`src/acf_map.svh`:
```
// Register offsets, field positions, reset values and codes of the ALU block
`ifndef ACF_MAP_SVH
`define ACF_MAP_SVH

// ----------------------------------------------------------------------
// Register map (byte addresses)
// ----------------------------------------------------------------------
`define ACF_ADDR_W 12
`define ACF_OFF_INSTR 12'h000
`define ACF_OFF_ACC 12'h004
`define ACF_OFF_FLAGS 12'h008
`define ACF_OFF_STATE 12'h00c
`define ACF_FILE_TAG 3'h1
`define ACF_FILE_TAG_MSB 11
`define ACF_FILE_TAG_LSB 9
`define ACF_FILE_IDX_MSB 8
`define ACF_FILE_IDX_LSB 2

// ----------------------------------------------------------------------
// Field positions
// ----------------------------------------------------------------------
`define ACF_INSTR_W 23
`define ACF_FLAGS_W 3
`define ACF_ST_SKIP 0
`define ACF_ST_CYC_LSB 1
`define ACF_ST_DISC 3
`define ACF_NIB_MSB 3
`define ACF_FILE_DEPTH 128
`define ACF_DATA_W 8

// ----------------------------------------------------------------------
// Reset values and constants
// ----------------------------------------------------------------------
`define ACF_ACC_RST 8'h00
`define ACF_FLAGS_RST 3'h0
`define ACF_INSTR_RST 23'h000000
`define ACF_CLEAR_VAL 8'h00
`define ACF_CYC_ONE 2'h1
`define ACF_CYC_TWO 2'h2
`define ACF_RESP_OKAY 2'h0
`define ACF_RESP_DECERR 2'h3

`endif

```
`src/acf_pkg.sv`:
```
// Types shared by the ALU datapath files
package acf_pkg;

    // ------------------------------------------------------------------
    // Operation codes, numbered from zero in this order
    // ------------------------------------------------------------------
    typedef enum logic [3:0] {
        ACF_NOP,
        ACF_ADD_LITERAL_TO_ACC,
        ACF_ADD_ACC_AND_REGISTER,
        ACF_AND_ACC_WITH_REGISTER,
        ACF_AND_LITERAL_WITH_ACC,
        ACF_BIT_CLEAR_REGISTER,
        ACF_BIT_SET_REGISTER,
        ACF_BIT_TEST_SKIP_WHEN_ONE,
        ACF_CLEAR_REGISTER
    } acf_op_t;

    typedef struct packed {
        logic [7:0] literal;
        logic dest;
        logic [2:0] bit_sel;
        logic [6:0] faddr;
        acf_op_t op;
    } acf_instr_t;

    typedef struct packed {
        logic zero_flag;
        logic digit_carry_flag;
        logic carry;
    } acf_flags_t;

    typedef enum logic [1:0] {
        S_IDLE,
        S_EXEC,
        S_NOP,
        S_BUS_RD
    } acf_fsm_t;

endpackage

```
`src/acf_file_mem.sv`:
```
// File register memory with registered read data
`timescale 1ns/1ps
module acf_file_mem #(
    parameter int WIDTH = 8,
    parameter int DEPTH = 128,
    parameter int AW = $clog2(DEPTH)
)
(
    input wire logic clk,
    input wire logic we,
    input wire logic re,
    input wire logic [AW-1:0] addr,
    input wire logic [WIDTH-1:0] wdata,
    output logic [WIDTH-1:0] rdata
);

    logic [WIDTH-1:0] mem [DEPTH];

    // No reset: contents stay undefined until written
    always_ff @(posedge clk)
    begin
        if (we)
        begin
            mem[addr] <= wdata;
        end
    end

    always_ff @(posedge clk)
    begin
        if (re)
        begin
            rdata <= mem[addr];
        end
    end

endmodule

```
`src/acf_alu_top.sv`:
```
// Accumulator and file register ALU with an AXI4-Lite register slave
`timescale 1ns/1ps
`include "acf_map.svh"
module acf_alu_top
(
    input wire logic CLK,
    input wire logic RESET,
    input wire logic AWVALID,
    output logic AWREADY,
    input wire logic [`ACF_ADDR_W-1:0] AWADDR,
    input wire logic [2:0] AWPROT,
    input wire logic WVALID,
    output logic WREADY,
    input wire logic [31:0] WDATA,
    input wire logic [3:0] WSTRB,
    output logic BVALID,
    input wire logic BREADY,
    output logic [1:0] BRESP,
    input wire logic ARVALID,
    output logic ARREADY,
    input wire logic [`ACF_ADDR_W-1:0] ARADDR,
    input wire logic [2:0] ARPROT,
    output logic RVALID,
    input wire logic RREADY,
    output logic [31:0] RDATA,
    output logic [1:0] RRESP
);
    import acf_pkg::*;

    localparam int FA_W = $clog2(`ACF_FILE_DEPTH);

    // ------------------------------------------------------------------
    // State
    // ------------------------------------------------------------------
    acf_fsm_t state_r;
    acf_instr_t instr_r;
    acf_instr_t instr_nxt;
    acf_flags_t flags_r;
    acf_flags_t flags_nxt;
    logic [7:0] acc_r;
    logic skip_pend_r;
    logic [1:0] last_cyc_r;
    logic disc_r;

    logic aw_full_r;
    logic w_full_r;
    logic ar_full_r;
    logic [`ACF_ADDR_W-1:0] aw_addr_r;
    logic [`ACF_ADDR_W-1:0] ar_addr_r;
    logic [31:0] w_data_r;
    logic [3:0] w_strb_r;
    logic awready_r;
    logic wready_r;
    logic arready_r;
    logic bvalid_r;
    logic rvalid_r;
    logic [1:0] bresp_r;
    logic [1:0] rresp_r;
    logic [31:0] rdata_r;

    logic wr_go;
    logic rd_go;
    logic wr_file;
    logic wr_instr;
    logic wr_acc;
    logic wr_flags;
    logic wr_state;
    logic wr_known;
    logic rd_file;
    logic rd_known;
    logic [31:0] reg_rdata;
    logic [31:0] instr_merged;
    logic [31:0] instr_wide;

    logic mem_we;
    logic mem_re;
    logic [FA_W-1:0] mem_addr;
    logic [7:0] mem_wdata;
    logic [7:0] mem_rdata;

    logic [7:0] src;
    logic [8:0] sum;
    logic [4:0] nib;
    logic [7:0] bitmask;
    logic [7:0] res;
    logic to_acc;
    logic to_mem;
    logic skip_take;
    logic is_lit;

    assign AWREADY = awready_r;
    assign WREADY = wready_r;
    assign ARREADY = arready_r;
    assign BVALID = bvalid_r;
    assign BRESP = bresp_r;
    assign RVALID = rvalid_r;
    assign RRESP = rresp_r;
    assign RDATA = rdata_r;

    // ------------------------------------------------------------------
    // Address decode
    // ------------------------------------------------------------------
    function automatic logic hit(input logic [`ACF_ADDR_W-1:0] a,
                                 input logic [`ACF_ADDR_W-1:0] off);
        hit = (a[`ACF_ADDR_W-1:2] == off[`ACF_ADDR_W-1:2]);
    endfunction

    function automatic logic in_file(input logic [`ACF_ADDR_W-1:0] a);
        in_file = (a[`ACF_FILE_TAG_MSB:`ACF_FILE_TAG_LSB] == `ACF_FILE_TAG);
    endfunction

    // Requests are only served while idle, so an access never races
    // an executing instruction for the single memory port.
    assign wr_go = (state_r == S_IDLE) && aw_full_r && w_full_r && !bvalid_r;
    assign rd_go = (state_r == S_IDLE) && ar_full_r && !rvalid_r && !wr_go;

    assign wr_file = in_file(aw_addr_r);
    assign wr_instr = hit(aw_addr_r, `ACF_OFF_INSTR);
    assign wr_acc = hit(aw_addr_r, `ACF_OFF_ACC);
    assign wr_flags = hit(aw_addr_r, `ACF_OFF_FLAGS);
    assign wr_state = hit(aw_addr_r, `ACF_OFF_STATE);
    assign wr_known = wr_file | wr_instr | wr_acc | wr_flags | wr_state;
    assign rd_file = in_file(ar_addr_r);

    assign instr_wide = {{(32-`ACF_INSTR_W){1'b0}}, instr_r};

    // Byte lanes of an instruction write merge with the last one
    genvar gi;
    generate
        for (gi = 0; gi < 4; gi++)
        begin : g_lane
            assign instr_merged[gi*8 +: 8] = w_strb_r[gi] ?
                w_data_r[gi*8 +: 8] :
                instr_wide[gi*8 +: 8];
        end
    endgenerate

    assign instr_nxt = acf_instr_t'(instr_merged[`ACF_INSTR_W-1:0]);

    always_comb
    begin
        reg_rdata = 32'h00000000;
        rd_known = 1'b1;
        if (hit(ar_addr_r, `ACF_OFF_INSTR))
            reg_rdata = {{(32-`ACF_INSTR_W){1'b0}}, instr_r};
        else if (hit(ar_addr_r, `ACF_OFF_ACC))
            reg_rdata = {24'h000000, acc_r};
        else if (hit(ar_addr_r, `ACF_OFF_FLAGS))
            reg_rdata = {29'h00000000, flags_r};
        else if (hit(ar_addr_r, `ACF_OFF_STATE))
        begin
            reg_rdata[`ACF_ST_SKIP] = skip_pend_r;
            reg_rdata[`ACF_ST_CYC_LSB +: 2] = last_cyc_r;
            reg_rdata[`ACF_ST_DISC] = disc_r;
        end
        else
            rd_known = 1'b0;
    end

    // ------------------------------------------------------------------
    // Execute stage
    // ------------------------------------------------------------------
    assign is_lit = (instr_r.op == ACF_ADD_LITERAL_TO_ACC) ||
                    (instr_r.op == ACF_AND_LITERAL_WITH_ACC);

    always_comb
    begin
        src = is_lit ? instr_r.literal : mem_rdata;
        sum = {1'b0, acc_r} + {1'b0, src};
        nib = {1'b0, acc_r[`ACF_NIB_MSB:0]} +
              {1'b0, src[`ACF_NIB_MSB:0]};
        bitmask = 8'h01 << instr_r.bit_sel;
        res = acc_r;
        to_acc = 1'b0;
        to_mem = 1'b0;
        skip_take = 1'b0;
        flags_nxt = flags_r;
        case (instr_r.op)
            ACF_ADD_LITERAL_TO_ACC:
            begin
                res = sum[7:0];
                to_acc = 1'b1;
                flags_nxt.carry = sum[8];
                flags_nxt.digit_carry_flag = nib[4];
                flags_nxt.zero_flag = (sum[7:0] == 8'h00);
            end
            ACF_ADD_ACC_AND_REGISTER:
            begin
                res = sum[7:0];
                to_acc = !instr_r.dest;
                to_mem = instr_r.dest;
                flags_nxt.carry = sum[8];
                flags_nxt.digit_carry_flag = nib[4];
                flags_nxt.zero_flag = (sum[7:0] == 8'h00);
            end
            ACF_AND_ACC_WITH_REGISTER:
            begin
                res = acc_r & mem_rdata;
                to_acc = !instr_r.dest;
                to_mem = instr_r.dest;
                flags_nxt.zero_flag = (res == 8'h00);
            end
            ACF_AND_LITERAL_WITH_ACC:
            begin
                res = acc_r & instr_r.literal;
                to_acc = 1'b1;
                flags_nxt.zero_flag = (res == 8'h00);
            end
            ACF_BIT_CLEAR_REGISTER:
            begin
                res = mem_rdata & ~bitmask;
                to_mem = 1'b1;
            end
            ACF_BIT_SET_REGISTER:
            begin
                res = mem_rdata | bitmask;
                to_mem = 1'b1;
            end
            ACF_BIT_TEST_SKIP_WHEN_ONE:
            begin
                skip_take = mem_rdata[instr_r.bit_sel];
            end
            ACF_CLEAR_REGISTER:
            begin
                res = `ACF_CLEAR_VAL;
                to_mem = 1'b1;
                flags_nxt.zero_flag = 1'b1;
            end
            default:
            begin
                res = acc_r;
            end
        endcase
    end

    // ------------------------------------------------------------------
    // Memory port
    // ------------------------------------------------------------------
    always_comb
    begin
        mem_we = 1'b0;
        mem_re = 1'b0;
        mem_addr = instr_r.faddr;
        mem_wdata = res;
        if (wr_go && wr_file)
        begin
            mem_we = w_strb_r[0];
            mem_addr = aw_addr_r[`ACF_FILE_IDX_MSB:`ACF_FILE_IDX_LSB];
            mem_wdata = w_data_r[7:0];
        end
        else if (wr_go && wr_instr)
        begin
            // Operand fetched now so the execute cycle sees it
            mem_re = 1'b1;
            mem_addr = instr_nxt.faddr;
        end
        else if (rd_go && rd_file)
        begin
            mem_re = 1'b1;
            mem_addr = ar_addr_r[`ACF_FILE_IDX_MSB:`ACF_FILE_IDX_LSB];
        end
        else if (state_r == S_EXEC)
        begin
            mem_we = to_mem;
        end
    end

    acf_file_mem #(
        .WIDTH(`ACF_DATA_W),
        .DEPTH(`ACF_FILE_DEPTH)
    ) u_mem (
        .clk(CLK),
        .we(mem_we),
        .re(mem_re),
        .addr(mem_addr),
        .wdata(mem_wdata),
        .rdata(mem_rdata)
    );

    // ------------------------------------------------------------------
    // Sequencer
    // ------------------------------------------------------------------
    always_ff @(posedge CLK)
    begin
        if (RESET)
            state_r <= S_IDLE;
        else
        begin
            case (state_r)
                S_IDLE:
                begin
                    if (wr_go && wr_instr)
                        state_r <= skip_pend_r ? S_NOP : S_EXEC;
                    else if (rd_go && rd_file)
                        state_r <= S_BUS_RD;
                end
                S_EXEC: state_r <= S_IDLE;
                S_NOP: state_r <= S_IDLE;
                S_BUS_RD: state_r <= S_IDLE;
                default: state_r <= S_IDLE;
            endcase
        end
    end

    always_ff @(posedge CLK)
    begin
        if (RESET)
            instr_r <= acf_instr_t'(`ACF_INSTR_RST);
        else if (wr_go && wr_instr)
            instr_r <= instr_nxt;
    end

    always_ff @(posedge CLK)
    begin
        if (RESET)
            acc_r <= `ACF_ACC_RST;
        else if (wr_go && wr_acc && w_strb_r[0])
            acc_r <= w_data_r[7:0];
        else if (state_r == S_EXEC && to_acc)
            acc_r <= res;
    end

    // Bit and skip operations leave flags_nxt equal to flags_r
    always_ff @(posedge CLK)
    begin
        if (RESET)
            flags_r <= acf_flags_t'(`ACF_FLAGS_RST);
        else if (wr_go && wr_flags && w_strb_r[0])
            flags_r <= acf_flags_t'(w_data_r[`ACF_FLAGS_W-1:0]);
        else if (state_r == S_EXEC)
            flags_r <= flags_nxt;
    end

    // A taken skip discards the next issued instruction; its NOP slot
    // is the second cycle of the bit test.
    always_ff @(posedge CLK)
    begin
        if (RESET)
        begin
            skip_pend_r <= 1'b0;
            last_cyc_r <= `ACF_CYC_ONE;
            disc_r <= 1'b0;
        end
        else if (state_r == S_EXEC)
        begin
            skip_pend_r <= skip_take;
            last_cyc_r <= skip_take ? `ACF_CYC_TWO : `ACF_CYC_ONE;
            disc_r <= 1'b0;
        end
        else if (state_r == S_NOP)
        begin
            skip_pend_r <= 1'b0;
            disc_r <= 1'b1;
        end
    end

    // ------------------------------------------------------------------
    // AXI4-Lite write channels
    // ------------------------------------------------------------------
    always_ff @(posedge CLK)
    begin
        if (RESET)
        begin
            aw_full_r <= 1'b0;
            awready_r <= 1'b1;
            aw_addr_r <= '0;
        end
        else
        begin
            if (AWVALID && awready_r)
            begin
                aw_full_r <= 1'b1;
                awready_r <= 1'b0;
                aw_addr_r <= AWADDR;
            end
            if (wr_go)
                aw_full_r <= 1'b0;
            if (bvalid_r && BREADY)
                awready_r <= 1'b1;
        end
    end

    always_ff @(posedge CLK)
    begin
        if (RESET)
        begin
            w_full_r <= 1'b0;
            wready_r <= 1'b1;
            w_data_r <= 32'h00000000;
            w_strb_r <= 4'h0;
        end
        else
        begin
            if (WVALID && wready_r)
            begin
                w_full_r <= 1'b1;
                wready_r <= 1'b0;
                w_data_r <= WDATA;
                w_strb_r <= WSTRB;
            end
            if (wr_go)
                w_full_r <= 1'b0;
            if (bvalid_r && BREADY)
                wready_r <= 1'b1;
        end
    end

    always_ff @(posedge CLK)
    begin
        if (RESET)
        begin
            bvalid_r <= 1'b0;
            bresp_r <= `ACF_RESP_OKAY;
        end
        else if (wr_go)
        begin
            bvalid_r <= 1'b1;
            bresp_r <= wr_known ? `ACF_RESP_OKAY : `ACF_RESP_DECERR;
        end
        else if (bvalid_r && BREADY)
            bvalid_r <= 1'b0;
    end

    // ------------------------------------------------------------------
    // AXI4-Lite read channels
    // ------------------------------------------------------------------
    always_ff @(posedge CLK)
    begin
        if (RESET)
        begin
            ar_full_r <= 1'b0;
            arready_r <= 1'b1;
            ar_addr_r <= '0;
        end
        else
        begin
            if (ARVALID && arready_r)
            begin
                ar_full_r <= 1'b1;
                arready_r <= 1'b0;
                ar_addr_r <= ARADDR;
            end
            if (rd_go)
                ar_full_r <= 1'b0;
            if (rvalid_r && RREADY)
                arready_r <= 1'b1;
        end
    end

    always_ff @(posedge CLK)
    begin
        if (RESET)
        begin
            rvalid_r <= 1'b0;
            rresp_r <= `ACF_RESP_OKAY;
            rdata_r <= 32'h00000000;
        end
        else if (rd_go && !rd_file)
        begin
            rvalid_r <= 1'b1;
            rdata_r <= reg_rdata;
            rresp_r <= rd_known ? `ACF_RESP_OKAY : `ACF_RESP_DECERR;
        end
        else if (state_r == S_BUS_RD)
        begin
            rvalid_r <= 1'b1;
            rdata_r <= {24'h000000, mem_rdata};
            rresp_r <= `ACF_RESP_OKAY;
        end
        else if (rvalid_r && RREADY)
            rvalid_r <= 1'b0;
    end

endmodule

```
`config.mk`:
```
export PLATFORM = sky130hd
export DESIGN_NAME = acf_alu_top
export DESIGN_NICKNAME = d
export VERILOG_FILES = /design/src/acf_pkg.sv /design/src/acf_file_mem.sv /design/src/acf_alu_top.sv
export VERILOG_INCLUDE_DIRS = /design/src
export SDC_FILE = /design/constraint.sdc
export NUM_CORES = 1
export LEC_CHECK = 0
export BUFFER_PORTS_ARGS = -buffer_cell sky130_fd_sc_hd__buf_4
export CAP_MARGIN = 20
export CORE_ASPECT_RATIO = 1.5
export CORE_UTILIZATION = 55
export DETAILED_ROUTE_END_ITERATION = 16
export PLACE_DENSITY = 0.71
export SYNTH_ARGS = -nofsm -noshare
export SYNTH_HDL_FRONTEND = slang
export SYNTH_SLANG_ARGS = --single-unit
```
`constraint.sdc`:
```
create_clock -name CLK -period 21.3 [get_ports CLK]
set_input_delay 6.39 -clock CLK [delete_from_list [all_inputs] [get_ports CLK]]
set_output_delay 6.39 -clock CLK [all_outputs]
set_load 0.1 [all_outputs]
```
==> results of run 1 <==
[power groups by stage]
stage	clock network, mW	logic (mW)	registers (mW)
floorplan	0	0.172	2.52
finish	1.85	0.284	2.46
detailed placement	0	0.278	2.51
CTS	1.86	0.279	2.46
global placement	0	0.273	2.51
global route	1.94	0.305	2.46
[how the worst max path moves through the flow]
stage,start,end,slack [ns],cells after the start
floorplan,BRESP[0]$_SDFFE_PP0P_,BRESP[1],13.54,1
global placement,RESET,RDATA[4]$_SDFFE_PP0P_,13.53,3
detailed placement,WVALID,w_data_r[1]$_SDFFE_PP0P_,13.46,4
CTS,RVALID$_SDFFE_PP0P_,RVALID,13.36,1
global route,RVALID$_SDFFE_PP0P_,RVALID,13.37,1
finish,RVALID$_SDFFE_PP0P_,RVALID,13.39,1
[area by class of cell]
type / count / area [um2] / area share
diodes: 1 / 2.50 / 0.0000477
clock buffers: 125 / 2770 / 0.0529
clock inverters: 67 / 549 / 0.0105
inverters: 25 / 93.8 / 0.00179
multi-input cells: 2657 / 13100 / 0.249
flip-flops and latches: 1151 / 33400 / 0.636
well taps: 1130 / 1410 / 0.0269
repair buffers: 145 / 1180 / 0.0224
[cell families (layout without fill, tap and decap cells)]
group,after synthesis,after routing,share of synthesized area
and+or+nand+nor,2114,2114,0.191
DFF,1151,1151,0.701
AOI/OAI and AO/OA,443,443,0.0583
buffers and inverters,285,362,0.0288
muxes,70,70,0.0160
adders and majority gates,16,16,0.00436
xor gates and xnor gates,5,5,0.000920
other,1,10,0.0000787
[stage by stage]
stage                      util  hold WS (ns)  cell area, um2  instances
after floorplan               -         0.437           47600       4093
after global placement    0.574         0.445           49000       5102
after detailed placement  0.574         0.447           49000       5103
after global routing      0.614         0.480           52500       5300
after CTS                 0.613         0.461           52400       5295
final                     0.614         0.459           52500       5301
[state kept, by name (all words and copies together), names as in the netlist, 2 cells and up]
signal and cells:
u_mem.mem 1024, RDATA 23, instr_r 23, w_data_r 23, ar_addr_r 10, aw_addr_r 10, acc_r 8, u_mem.rdata 8
flags_r 3, w_strb_r 3, last_cyc_r 2, state_r 2
[cell usage in the layout, fill, tap and decap left out, drive strengths merged, types with 12 or more instances in the layout]
cell type and instances:
a41oi 15, nor3 33, nor2 287, buf 144
clkinv 45, nor4 16, clkbuf 126, mux2 18
inv 34, o21ai 42, a22oi 35, nor3b 12
o22ai 28, o211ai 13, dfxtp 119, a31oi 15
mux2i 49, edfxtp 1032, a221oi 15, nand3 604
ha 15, a211oi 24, a21oi 210, nand2 1088
nand4 20
[per-layer routing]
layer	vias up	part of all wire	GRT usage	wire, um
met5	-	0	0	0
met2	1628	0.50	0.504	64900
li1	14700	-	-	-
met4	0	0.071	0.195	9250
met1	15697	0.35	0.342	45200
met3	381	0.077	0.0469	10000
==> results.md, run 1 <==
* Status: finished, final reports clean
* Largest area contributor in the netlist: edfxtp_1
* Antenna-violating nets left at 0
* Full die area at 87800 um2
* I/O Pins at 114
* Max_cap viols at 0
* DP HPWL at 79000 um
* Starting Density at 0.558
* Arrival @ worst endpoint at 1.52 ns
* Peak supply drop at 0.0708 mV
* Clk sinks at 1151
* CTS tree: done
* Most common cell in the synthesized netlist: nand2_1
* Final net count at 4172
* I/O Buffers at 84
* Detailed Routing Iterations Pass 1 at 6
* Worst R2R Path Depth at 15
* Top-area cell type share of the netlist area at 0.651
* Place WS at 13.46 ns
* Number of global-route vias before repair at 31294
* Initial antenna violation count at 0
* Layout Area Growth over Synthesis at 10.2%
* Worst Hold Depth at 2
* Top delay family on crit path: flip-flops
* Fin. max-slew vios at 0
* Die span in x at 242 um
* Fillers at 6495
* Final WL at 129000 um
* H-Tree Depth at 3
* Reg2Reg Launch Point: state_r[0]$_SDFFE_PP0P_
* Worst setup path class: flip-flop to primary output
* Fmax at 0.126 GHz
* Root buffer cell: clkbuf_16
* CP Cell Sequence: buf_4
* Async S/R FF share, synth at 0
* Comb power frac at 0.062
* Slew HR at 0.140
* Minimum clock period after layout at 7.91 ns
* DR DRC count at 0
* Cell Rows at 131
* Clock Latency Late Sink at 0.71 ns
* Maximum fanout along the worst path at 5
* P_leak at 18.0 nW
* Netlist cell types at 76
* Gpl congestion at 0.923
* Drt first-iter violations at 3562
* Hold wc startpoint: w_data_r[19]$_SDFFE_PP0P_
* RSZ-0062 raised after global routing: false
* CP required at 14.91 ns
* DR WL/cell at 24.4 um
* Syn Area/Cell at 11.7 um2
* Internal power at 3.54 mW
* CP Capture Type: primary output
* Mapped Cells at 4085
* Dominant synthesized flop cell: edfxtp_1
* Sequential power share at 0.535
* Cell Area, Synth at 47600 um2
* GRT Overall Usage at 0.294
* Largest net degree at the start of global routing at 156
* CORE AREA at 85400 um2
* Vias post-DR at 32406
* Post_cts resized at 0
* CTS max path bufs at 3
* Final worst slack at 13.39 ns
* Worst Hold Endpoint: w_data_r[19]$_SDFFE_PP0P_
* Top post-synthesis cells by count: 1088 x nand2_1, 1032 x edfxtp_1, 604 x nand3_1, 286 x nor2_1, 208 x a21oi_1
* Switching pwr at 1.05 mW
* Yosys warning count at 0
* CTS clock-pin slew for the worst setup and hold paths at 0.07 ns
* Worst hold path class: flip-flop to flip-flop
* Post-synth EDFFs at 1032
* DR vias/cell at 6.11
* Share of cells above drive strength 1 at 0.0873
* Reg-to-reg endpoint: u_mem.rdata[5]$_DFFE_PP_
* CTS buffer count at 103
* Clock Skews at 0.0331 ns
* Crit path launch type: flip-flop
* Final setup vio count at 0
* Buffers and inverters on the worst path at 1
* Final hold vios at 0
* Critical path's slowest cell: dfxtp_1
* Grt ovf at 0
* Synth Register Bits at 1151
* Hold_buf cts at 0
* Share of power burned in the clock network at 0.403
* Sequential share of the synthesized area at 0.701
* Worst-Margin Slew at 1.28 ns
* First-pass GRT wire length at 193000 um
* Sw Ratio at 0.228
* Die height at 362 um
* Period utilisation layout at 0.371
* Post-CTS Setup Bufs at 0
* Top post-synthesis cells by area: edfxtp_1 65%, nand2_1 8.6%, nand3_1 6.3%, dfxtp_1 5.0%, nor2_1 2.3%
* Reg2reg setup slack at 13.93 ns
* Pwr Density at 87.5 nW/um2
* Total power at 4.59 mW
* Max incr delay on CP at 0.46 ns
* Final setup TNS at 0 ns
Note: power is estimated with default switching activity, not from simulation.
==> run 2: changes to the inputs <==
--- a/config.mk
+++ b/config.mk
@@ -6,12 +6,13 @@
 export SDC_FILE = /design/constraint.sdc
 export NUM_CORES = 1
 export LEC_CHECK = 0
+export ABC_AREA = 1
 export BUFFER_PORTS_ARGS = -buffer_cell sky130_fd_sc_hd__buf_4
 export CAP_MARGIN = 20
 export CORE_ASPECT_RATIO = 1.5
 export CORE_UTILIZATION = 55
 export DETAILED_ROUTE_END_ITERATION = 16
-export PLACE_DENSITY = 0.71
+export PLACE_DENSITY = 0.74
 export SYNTH_ARGS = -nofsm -noshare
 export SYNTH_HDL_FRONTEND = slang
 export SYNTH_SLANG_ARGS = --single-unit
==> constraint.sdc (replaced) <==
create_clock -name CLK -period 6.8 [get_ports CLK]
set_input_delay 2.04 -clock CLK [delete_from_list [all_inputs] [get_ports CLK]]
set_output_delay 2.04 -clock CLK [all_outputs]
set_load 0.1 [all_outputs]
==> run 2 against run 1 <==
Total power grew to 3.2 times the previous value. Core utilization shrank 0.49 points. Clock skew fell by 0.010 ns. Register-to-register slack got worse by 12 ns. Via count increased by 5.5%. Largest power group unchanged.
==> results.md, run 2 <==
* Status: finished, final reports clean
* Cell mode on critical path: nand2_1
* P_leak at 23.5 nW (+31%)
* Mapped Cells at 5053 (+24%)
* Antenna-violating nets left at 0 (unchanged)
* Number of global-route vias before repair at 33129 (+5.9%)
* Period utilisation layout at 0.763
* Dominant synthesized flop cell: edfxtp_1
* CTS clock-pin slew for the worst setup and hold paths at 0.06 ns (about the same)
* Largest area contributor in the netlist: edfxtp_1
* Die span in x at 250 um (+3.3%)
* CP required at 7.11 ns (-7.80 ns)
* Starting Density at 0.555 (-0.00255)
* Place WS at 1.73 ns (-11.73 ns)
* CTS max path bufs at 3 (unchanged)
* Most common cell after layout, fill and taps aside: nand2_1
* Gpl congestion at 0.930 (+0.68%)
* Post-synth EDFFs at 1032 (unchanged)
* Sequential share of the synthesized area at 0.657 (-0.0441)
* Max FFs per register at 1024 (unchanged)
* Critical path's slowest cell: nor2_4
* Final net count at 5157 (+24%)
* Netlist cell types at 58 (-24%)
* Vias post-DR at 34204 (+5.5%)
* Total power at 14.6 mW (+220%)
* Most common cell in the synthesized netlist: nand2_1
* CP Cell Sequence: inv_1, ha_1, nand3_2, nor2_4, nand2_2, nand2_1, inv_1, nand2_1, nand2_1, nor2_4, nand2_1, buf_4, nor2_1
* DR WL/cell at 19.3 um (-21%)
* Reg-to-reg endpoint: u_mem.mem[45][7]$_DFFE_PP_
* DP HPWL at 74700 um (-5.4%)
* Clock Skews at 0.0229 ns (-0.0102 ns)
* First-pass GRT wire length at 185000 um (-3.9%)
* Final WL at 122000 um (-5.9%)
* Worst Hold Depth at 2 (unchanged)
* Detailed Routing Iterations Pass 1 at 7 (+1)
* DR DRC count at 0 (unchanged)
* Clock Latency Late Sink at 0.71 ns (about the same)
* CTS tree: done
* Pwr Density at 261 nW/um2 (+200%)
* Ant. Diodes at 0 (-1)
* Root buffer cell: clkbuf_16
* Placed inst area at 52500 um2 (+7.1%)
* CORE AREA at 91500 um2 (+7.2%)
* Fmax at 0.193 GHz
* Hold_buf cts at 0 (unchanged)
* Mux cell area share after synthesis at 0 (-0.0160)
* Maximum fanout along the worst path at 31 (+26)
* Yosys warning count at 0 (unchanged)
* Hold wc startpoint: instr_r[5]$_SDFFE_PP0N_
* Drt first-iter violations at 3159 (-11%)
* Top-area cell type share of the netlist area at 0.610 (-0.0409)
* Full die area at 93600 um2 (+6.7%)
* CTS buffer count at 100 (-2.9%)
* Max_cap viols at 0 (unchanged)
* Post_cts resized at 0 (unchanged)
* Top post-synthesis cells by area: edfxtp_1 61%, nand2_1 8.9%, inv_1 6.1%, nand3_1 4.9%, dfxtp_1 4.7%
* Post-CTS Setup Bufs at 0 (unchanged)
* Die height at 374 um (+3.3%)
* Top reg by flops: u_mem.mem
* Initial antenna violation count at 0 (unchanged)
* Final setup vio count at 0 (unchanged)
* Worst-Margin Slew at 1.13 ns (-0.149 ns)
* Share of cells above drive strength 1 at 0.0924 (+0.00514)
* RSZ-0062 raised after global routing: false
* Synth Area in Compound Gates at 0.0485 (-0.00977)
* Post-Synth XOR/XNOR Area at 0.00103 (+0.000115)
* Main combinational cell family by area after synthesis: simple AND/OR/NAND/NOR gates
* Post-synthesis adder-cell area fraction at 0.00409 (-0.000274)
* Cell Area, Synth at 50800 um2 (+6.7%)
* Grt ovf at 0 (unchanged)
* Final instance area at 55800 um2 (+6.4%)
* Worst Hold Endpoint: instr_r[5]$_SDFFE_PP0N_
* Minimum clock period after layout at 5.19 ns
* I/O Buffers at 84 (unchanged)
* Slew HR at 0.244 (+0.104)
* Layout Area Growth over Synthesis at 9.82%
* Peak supply drop at 0.176 mV (+150%)
* Async S/R FF share, synth at 0 (unchanged)
* Clk sinks at 1151 (unchanged)
* Reg2Reg Launch Point: state_r[1]$_SDFFE_PP0P_
* Max incr delay on CP at 0.78 ns (+0.32 ns)
* CP Capture Type: flip-flop
* Worst R2R Path Depth at 13 (-2)
* Largest net degree at the start of global routing at 179 (+15%)
* I/O Pins at 114 (unchanged)
* Synth Register Bits at 1151 (unchanged)
* Worst hold path class: flip-flop to flip-flop
* Final worst slack at 1.61 ns (-11.78 ns)
* GRT Overall Usage at 0.261 (-0.0337)
* Commonest non-fill, non-tap cells in the layout: 1211 x nand2_1, 1032 x edfxtp_1, 822 x inv_1
* DR vias/cell at 5.41 (-12%)
* Simple-gate area share of the yosys netlist at 0.205 (+0.0141)
* Final hold vios at 0 (unchanged)
* Reg2reg setup slack at 1.61 ns (-12.32 ns)
* Top post-synthesis cells by count: 1211 x nand2_1, 1032 x edfxtp_1, 824 x inv_1, 495 x nand3_1, 322 x nor2_1
* H-Tree Depth at 3 (unchanged)
* Fillers at 7126 (+9.7%)
* Worst setup path class: flip-flop to flip-flop
* Final setup TNS at 0 ns (unchanged)
* Syn Area/Cell at 10.1 um2 (-14%)
* Fin. max-slew vios at 0 (unchanged)
* Arrival @ worst endpoint at 5.50 ns (+3.98 ns)
* Cell Rows at 136 (+3.8%)
* Crit path launch type: flip-flop
run 2: changes by cell type after synthesis, moves of 109 or more:
cell,delta
a21oi_1,-135
inv_1,+799
nand2_1,+123
nand3_1,-109
o21ai_0,+129
or2_2,+141
run 2: report_power, final:
part           total, mW  internal [mW]  switching (mW)
combinational       1.16          0.292           0.870
sequential          7.72           7.67          0.0487
clock               5.69           3.16            2.53
total               14.6           11.1            3.44
run 2: how the worst max path moves through the flow:
stage | startpoint | to | cells past startpoint | slack, ns
4_1_cts | state_r[1]$_SDFFE_PP0P_ | u_mem.mem[116][3]$_DFFE_PP_ | 13 | 1.71
5_1_grt | state_r[1]$_SDFFE_PP0P_ | u_mem.mem[116][3]$_DFFE_PP_ | 13 | 1.37
2_1_floorplan | BVALID$_SDFFE_PP0P_ | u_mem.mem[0][0]$_DFFE_PP_ | 5 | -0.95
6_report | state_r[1]$_SDFFE_PP0P_ | u_mem.mem[45][7]$_DFFE_PP_ | 13 | 1.61
3_3_place_gp | instr_r[2]$_SDFFE_PP0P_ | u_mem.mem[92][4]$_DFFE_PP_ | 21 | 1.75
3_5_place_dp | state_r[1]$_SDFFE_PP0P_ | u_mem.mem[116][3]$_DFFE_PP_ | 13 | 1.73
run 2: cell families (layout without fill, tap and decap cells):
kind of cell	after synthesis	in the layout
xor+xnor	6	6
compound gates	443	443
flops	1151	1151
other cells	1	9
buf+inv	1072	1161
fa+ha+maj	16	16
simple gates	2364	2364
run 2: per-layer routing:
| layer | GRT usage | routed length, um |
|---|---|---|
| met4 | 0.155 | 7330 |
| met5 | 0 | 0 |
| met3 | 0.0390 | 8240 |
| met2 | 0.461 | 62200 |
| met1 | 0.297 | 44000 |
run 2: worst max-delay path, delay by kind of cell (launching register included):
family / cells / cell delay (ns)
simple gates: 9 / 3.46
flops: 1 / 0.34
fa+ha+maj: 1 / 0.32
buf+inv: 3 / 0.66
run 2: area by class of cell:
type                       count  area [um2]  share of cell area
inverter                     832        3130              0.0561
tap                         1173        1470              0.0263
multi-input combinational   2838       13300               0.238
sequential                  1151       33400               0.598
timing repair buffer         145        1280              0.0229
clock buffer                 117        2640              0.0473
clock inverter                67         626              0.0112
run 2: metrics by stage:
stage / instances / hold WS [ns] / util
floorplan: 5061 / 0.437 / -
global placement: 6138 / 0.450 / 0.574
detailed placement: 6139 / 0.453 / 0.574
CTS: 6323 / 0.463 / 0.610
global route: 6323 / 0.480 / 0.610
finish: 6323 / 0.461 / 0.610
